==> src/shared/rtc_map.vh <==
`ifndef RTC_MAP_VH
`define RTC_MAP_VH
// ----------------------------------------------------------------------
// Register offsets
// ----------------------------------------------------------------------
`define RTC_OFF_LOAD 8'h14
`define RTC_OFF_LIVE 8'h18
`define RTC_OFF_CTRL 8'h1C
`define RTC_OFF_ICLR 8'h20
`define RTC_OFF_ISTAT 8'h24
`define RTC_OFF_IMASK 8'h28
// ----------------------------------------------------------------------
// Field positions and reset values
// ----------------------------------------------------------------------
`define RTC_CTRL_EN 0
`define RTC_CTRL_MODE 1
`define RTC_CTRL_MASK 2
`define RTC_CNT_W 24
`define RTC_LOAD_RST 24'h000000
`define RTC_CTRL_RST 3'h0
`endif

==> src/design/rtc_timer.v <==
// Chosen here: the strobed register port.
`default_nettype none
`include "rtc_map.vh"
// Functional notes
// - 24-bit writable load value, upper byte zero
// - Live count readable, upper byte zero
// - Control bit 2 masks interrupt when set
// - Control bit 1 selects free-run or reload
// - Control bit 0 enables, bits 31:3 zero
// - Clear register reads zero, clears interrupt
// - Enable zero stops the counter
module rtc_timer (
  input wire clk, // 100 MHz clock
  input wire reset, // Async reset, high
  input wire ce, // Clock enable, freezes state
  input wire [7:0] addr, // Byte address
  input wire [31:0] wdata, // Write data
  input wire wr, // Write strobe
  input wire rd, // Read strobe
  output reg [31:0] rdata_q, // Read data, cycle after rd
  output wire irq // Level interrupt
);
  // --------------------------------------------------------------------
  // Registers
  // --------------------------------------------------------------------
  reg [23:0] load_q;
  reg en_q;
  reg mode_q;
  reg mask_q;
  reg pend_q;
  reg imask_q;
  reg start_q;
  wire [23:0] live;
  wire expire;
  wire wr_ctrl;
  wire rd_clr;
  wire wr_stat;
  // Decode strobes
  assign wr_ctrl = wr & (addr == `RTC_OFF_CTRL);
  assign rd_clr = rd & (addr == `RTC_OFF_ICLR);
  assign wr_stat = wr & (addr == `RTC_OFF_ISTAT) & wdata[0];
  // Writable registers
  always @(posedge clk or posedge reset) begin
    if (reset) begin
      load_q <= `RTC_LOAD_RST;
      en_q <= 1'b0;
      mode_q <= 1'b0;
      mask_q <= 1'b0;
      imask_q <= 1'b0;
      start_q <= 1'b0;
    end else if (ce) begin
      start_q <= wr_ctrl & wdata[`RTC_CTRL_EN] & ~en_q;
      if (wr && addr == `RTC_OFF_LOAD) begin
        load_q <= wdata[23:0];
      end
      if (wr_ctrl) begin
        en_q <= wdata[`RTC_CTRL_EN];
        mode_q <= wdata[`RTC_CTRL_MODE];
        mask_q <= wdata[`RTC_CTRL_MASK];
      end
      if (wr && addr == `RTC_OFF_IMASK) begin
        imask_q <= wdata[0];
      end
    end
  end
  // Sticky pending bit, set wins over clear
  always @(posedge clk or posedge reset) begin
    if (reset) begin
      pend_q <= 1'b0;
    end else if (ce) begin
      if (expire) begin
        pend_q <= 1'b1;
      end else if (rd_clr || wr_stat) begin
        pend_q <= 1'b0;
      end
    end
  end
  // Counter core
  rtc_down_counter #(
    .W(`RTC_CNT_W)
  ) u_cnt (
    .clk(clk),
    .reset(reset),
    .ce(ce),
    .run(en_q),
    .user_mode(mode_q),
    .load(load_q),
    .start(start_q),
    .count_q(live),
    .expire(expire)
  );
  // Interrupt gating
  assign irq = pend_q & ~mask_q & ~imask_q;
  // Read data
  always @(posedge clk or posedge reset) begin
    if (reset) begin
      rdata_q <= 32'h00000000;
    end else if (ce) begin
      rdata_q <= 32'h00000000;
      if (rd) begin
        if (addr == `RTC_OFF_LOAD) begin
          rdata_q <= {8'h00, load_q};
        end else if (addr == `RTC_OFF_LIVE) begin
          rdata_q <= {8'h00, live};
        end else if (addr == `RTC_OFF_CTRL) begin
          rdata_q <= {29'h00000000, mask_q, mode_q, en_q};
        end else if (addr == `RTC_OFF_ICLR) begin
          rdata_q <= 32'h00000000;
        end else if (addr == `RTC_OFF_ISTAT) begin
          rdata_q <= {31'h00000000, pend_q};
        end else if (addr == `RTC_OFF_IMASK) begin
          rdata_q <= {31'h00000000, imask_q};
        end
      end
    end
  end
endmodule // rtc_timer
`default_nettype wire

==> src/design/rtc_down_counter.v <==
`default_nettype none
`include "rtc_map.vh"
// ----------------------------------------------------------------------
// Down counter with reload or wrap
// ----------------------------------------------------------------------
module rtc_down_counter #(
  parameter W = 24
) (
  input wire clk, // Clock
  input wire reset, // Async reset, high
  input wire ce, // Clock enable
  input wire run, // Count enable
  input wire user_mode, // 1 reload from load, 0 wrap to max
  input wire [W-1:0] load, // Reload value
  input wire start, // Load counter now
  output reg [W-1:0] count_q, // Live count
  output wire expire // Expiry pulse
);
  reg [W-1:0] count_d;
  // Expiry when counting through zero
  assign expire = ce & run & ~start & (count_q == {W{1'b0}});
  // Next count
  always @* begin
    count_d = count_q;
    if (start) begin
      count_d = load;
    end else if (run) begin
      if (count_q == {W{1'b0}}) begin
        count_d = user_mode ? load : {W{1'b1}};
      end else begin
        count_d = count_q - {{(W-1){1'b0}}, 1'b1};
      end
    end
  end
  // Count register
  always @(posedge clk or posedge reset) begin
    if (reset) begin
      count_q <= {W{1'b0}};
    end else if (ce) begin
      count_q <= count_d;
    end
  end
endmodule // rtc_down_counter
`default_nettype wire

==> config.mk <==
export PLATFORM = sky130hd
export DESIGN_NAME = rtc_timer
export DESIGN_NICKNAME = d
export VERILOG_FILES = /design/src/design/rtc_timer.v /design/src/design/rtc_down_counter.v
export VERILOG_INCLUDE_DIRS = /design/src /design/src/shared
export SDC_FILE = /design/constraint.sdc
export NUM_CORES = 1
export LEC_CHECK = 0
export BUFFER_PORTS_ARGS = -buffer_cell sky130_fd_sc_hd__buf_2
export CORE_UTILIZATION = 60
export DETAILED_ROUTE_END_ITERATION = 6
export HOLD_SLACK_MARGIN = 0.02
export PLACE_DENSITY = 0.85
export RECOVER_POWER = 25
export SKIP_CTS_REPAIR_TIMING = 1
export SYNTH_ARGS = -nofsm -noshare
export SYNTH_HDL_FRONTEND = slang
export SYNTH_SLANG_ARGS = --single-unit
export TNS_END_PERCENT = 1
==> constraint.sdc <==
create_clock -name clk -period 4.55 [get_ports clk]
set_input_delay 0.2275 -clock clk [delete_from_list [all_inputs] [get_ports clk]]
set_output_delay 0.2275 -clock clk [all_outputs]
set_load 0.05 [all_outputs]
Word-level counts from Yosys, hierarchy flattened
Index checks and enable logic that the tools add are counted.
W data, S select, Z words.
Cells by class
  reduce and logical (&&, ||, !) cells: 11
  eq/ne operators: 6
  muxes and demuxes: 13
  add/subtract/negate cells: 1
  bitwise gates (word level): 15
Operators by type and width (count)
  $mux W24: 7
  $eq A8 B5 Y1 const B: 3
  $eq A8 B6 Y1 const B: 3
  $logic_not A24 Y1: 1
  $sub A24 B1 Y24 const B: 1
  $and A1 B1 Y1: 11
  $reduce_and A2 Y1: 5
  $mux W1: 5
  $not A1 Y1: 4
  $reduce_bool A2 Y1: 2
  $mux W3: 1
  $logic_and A1 B1 Y1: 2
  $logic_or A1 B1 Y1: 1
Storage, ports and cells
  logic and storage cells: 55
  bits of input ports: 45
  bits in registers: 86

Longest topological paths before layout
  depth after elaboration: 8
  mapped depth: 8
  mapped depth without buffers: 7

Cells and area by module
From an unflattened synthesis, not the netlist that was laid out.
Second synthesis, totals
  cell total of the unflattened synthesis: 401
  area total of the unflattened synthesis: 4260.3 µm²
By module, submodules not included
  rtc_timer: cells each 209, seq. area each 1351.3 µm², instances 1, area each 2549.9 µm²
  rtc_down_counter: cells each 192, seq. area each 600.6 µm², instances 1, area each 1710.4 µm²

Worst setup path after synthesis
No wires, ideal clock.
  path type: reg-to-reg
  start: reg u_cnt.count_q[0]
  end: reg u_cnt.count_q[18]
  setup time: 0.145 ns
  period minus slack after synthesis: 2.123 ns
  path slack: 2.427 ns
  stages on the path, launching flop included: 9
  required time: 4.405 ns
  data arrival time: 1.978 ns
  path through: dfrtp_1 > inv_1 > ha_1 > or4b_1 > nor4_2 > a41oi_2 > buf_2 > o22ai_1 > a21oi_1
Between the ends
  word-level cells in the longest chain between the ends: 4
  elaborated cells on any way between the ends: 5
RTL lines
  start: declaration: RTL line rtc_down_counter.v:16  | output reg [W-1:0] count_q,
  start signal: assignment: RTL line rtc_down_counter.v:38  | count_q <= {W{1'b0}};
  start signal: assignment: RTL line rtc_down_counter.v:40  | count_q <= count_d;
  $sub A24 B1 Y24 / $logic_not A24 Y1 (equally long branches): RTL line rtc_down_counter.v:31, rtc_down_counter.v:28
  $mux W24 (*): RTL line rtc_down_counter.v:28  | if (count_q == {W{1'b0}}) begin
  $mux W24 (*): RTL line rtc_down_counter.v:27  | end else if (run) begin
  $mux W24 (*): RTL line rtc_down_counter.v:25  | if (start) begin
Mark *: on every way between the ends. The rest lies on a longest branch, timed or not. The select of a mux whose other input is x is not followed.
A chain may end at the register's enable or synchronous reset.

Worst setup path in the final report
  start: reg u_cnt.count_q[0]
  end: reg u_cnt.count_q[8]
The elaborated chain is that of the path after synthesis.

==> impl_metrics.toml <==
[outcome]
status = "finished, final reports clean"

[floorplanning]
io_pins = 78
die_h_um = 86.3
die_area_um2 = 7450
rows = 30
start_util_pct = 62.5
die_w_um = 86.3
fp.coreArea_um2 = 6830

[clock_tree]
clkSlewWorstSetupHoldPaths_ps = 80
cts_buffers = 9
htree_levels = 3
cts_tree = "done"
cts.sinks = 78
clk_latency_ps = 360
cts_root_buf = "clkbuf_8"
clockBufferDepth = 2

[grt]
grt_usage_pct = 29.4
grt.overflow.total = 0
grt_max_degree = 42
antenna_found_initial = 0
grt_pass1_vias = 3483
grt_pass1_wl_mm = 16.9

[sta]
setup-violations-final = 0
relSlewSlack_pct = 6.61
setup_tns_ps = 0
hold_viol = 0
hold-worst-slack_ps = 73.7
min_period_ps = 2660
fin_crit_sh_pct = 58.5
rsz0062_at_grt = "false"
fmax_ghz = 0.376
worst_pin_slew_ps = 1400
fin_skew_ps = 7.64
fin_ws_ps = 1890
finalMaxSlewViolations = 0

[detailed_routing]
antenna_left = 0
drc = 0
vias = 3661
routed_wl_mm = 10.2
dr.first_iter.drc_count = 314
dr.pass1.iters = 6
wl_per_cell_um = 17.5
viasPerCell = 6.28

[place]
gp_congestion = 0.888
port_buffers = 61
hpwl_mm = 6.69
dpl_worst_slack_ps = 1780

[synth]
yosysWarnings = 0
yosysTopAreaCellShare_pct = 45.7
netlist-cell-type-count = 61
synth_flop_cell = "dfrtp_1"
synth_seq_cells = 78
seq_area_frac_synth_pct = 45.7
synth_cells = 441
yosys.area.top_type = "dfrtp_1"
synthTopCellsByArea = "dfrtp_1, mux2_2, o22ai_1, a22oi_1, nor2_1"
netlist_area_um2 = 4270
syn_avg_cell_area_um2 = 9.68
ys_async_sr_fraction_pct = 100
synth_edf_count = 0

[finish]
final_cell_mix = "dfrtp_1, buf_2, nor2_1"
fillCellCount = 559
syn_to_final_growth_pct = 10.1
final_common_cell = "dfrtp_1"
multi_input_area_um2 = 2000
drive_gt1_share_pct = 21.8
seqCellArea_um2 = 1950
nNetsFinal = 529
n_antenna_cell = 0

[worst_hold_path]
hold_path_class = "in -> reg"

[power]
p_per_area_nw_per_um2 = 305
p_leak_nw = 2.13
swShare_pct = 29.9
p_sw_mw = 0.428
p_comb_share_pct = 17.5
p_int_mw = 1.01
ir_drop_mv = 0.167
p_seq_share_pct = 51.3
power_frac_clock_pct = 31.2

[job]
maxCapViolCount = 0

[setup_path]
crit_fanout = 19
crit_path_end_kind = "flip-flop"
crit_arrival_ps = 2910
cp.required_ps = 4800
path_class = "reg -> reg"
start_kind = "flip-flop"
[per-stage QoR]
stage	power [mW]	utilization, %	std cells	cell area (um^2)
after floorplan	0.932	-	448	4290
after global placement	0.984	66.4	567	4540
after global routing	1.49	68.8	583	4700
after CTS	1.44	68.9	583	4710
after detailed placement	0.996	66.4	567	4540
final	1.43	68.8	583	4700
[sequential cells by signal, indices dropped and copies added, names as in the netlist]
name,cells
mode_q,1
load_q,24
imask_q,1
mask_q,1
pend_q,1
start_q,1
rdata_q,24
u_cnt.count_q,24
en_q,1
[power by group through the flow]
stage | clock, mW | combinational [mW] | sequential (mW)
after CTS | 0.455 | 0.249 | 0.734
final | 0.448 | 0.251 | 0.735
after global placement | 0 | 0.238 | 0.746
after global routing | 0.479 | 0.277 | 0.739
after detailed placement | 0 | 0.248 | 0.747
after floorplan | 0 | 0.195 | 0.738
[synthesized netlist by cell type (4+ instances only)]
cell type / count
a211oi_1: 4
a21oi_1: 13
a22o_1: 7
a22oi_1: 21
a31oi_1: 4
and2_1: 4
and3_1: 5
buf_2: 7
buf_4: 10
clkbuf_1: 22
dfrtp_1: 78
inv_1: 34
mux2_1: 8
mux2_2: 21
nand2_1: 19
nand3_1: 10
nand4_1: 6
nor2_1: 40
nor3_1: 16
nor4_1: 10
o21ai_0: 12
o221a_1: 4
o22ai_1: 30
or3_1: 4
[worst max-delay path: stages, from the launching register on]
cell and delay (ps):
dfrtp_1 460, inv_1 110, ha_1 160, or4b_1 540
nor4_2 200, a41oi_2 580, o221a_1 490
[area by class of cell]
type                       instances  area share (%)
multi-input combinational        294            42.6
sequential                        78            41.6
timing repair buffer              65            6.95
clock buffer                      11            2.80
inverter                          34            2.72
tap                               96            2.56
clock inverter                     5           0.773
[per-layer routing]
| metal | vias up | GRT usage [%] | share of wire [%] |
|---|---|---|---|
| met1 | 1801 | 39.5 | 45 |
| met4 | 0 | 13.3 | 2.1 |
| li1 | 1694 | - | - |
| met5 | - | 0 | 0 |
| met3 | 27 | 4.48 | 5.4 |
| met2 | 139 | 47.3 | 48 |
[kinds of logic (layout without fill, tap and decap cells)]
kind of cell    after synthesis  count (layout)  share of synthesized area [%]
compound gates              116             116                           19.3
simple gates                137             137                           18.2
buf+inv                      76             115                           7.94
fa+ha+maj                     2               2                          0.586
other cells                   1               8                         0.0879
mux                          31              31                           8.12
flops                        78              78                           45.7
[final timing paths]
kind	from	end	slack, ps	depth (start not counted)
worst max-delay path	u_cnt.count_q[0]	u_cnt.count_q[8]	1890	6
worst min register to register	rdata_q[0]	rdata_q[0]	500	1
max in group asynchronous	reset	load_q[0]	3070	3
worst min-delay path	wdata[17]	load_q[17]	70	2
min in group asynchronous	reset	rdata_q[11]	260	2
worst max register to register	u_cnt.count_q[0]	u_cnt.count_q[8]	1890	6
(Power assumes the default switching activity.)
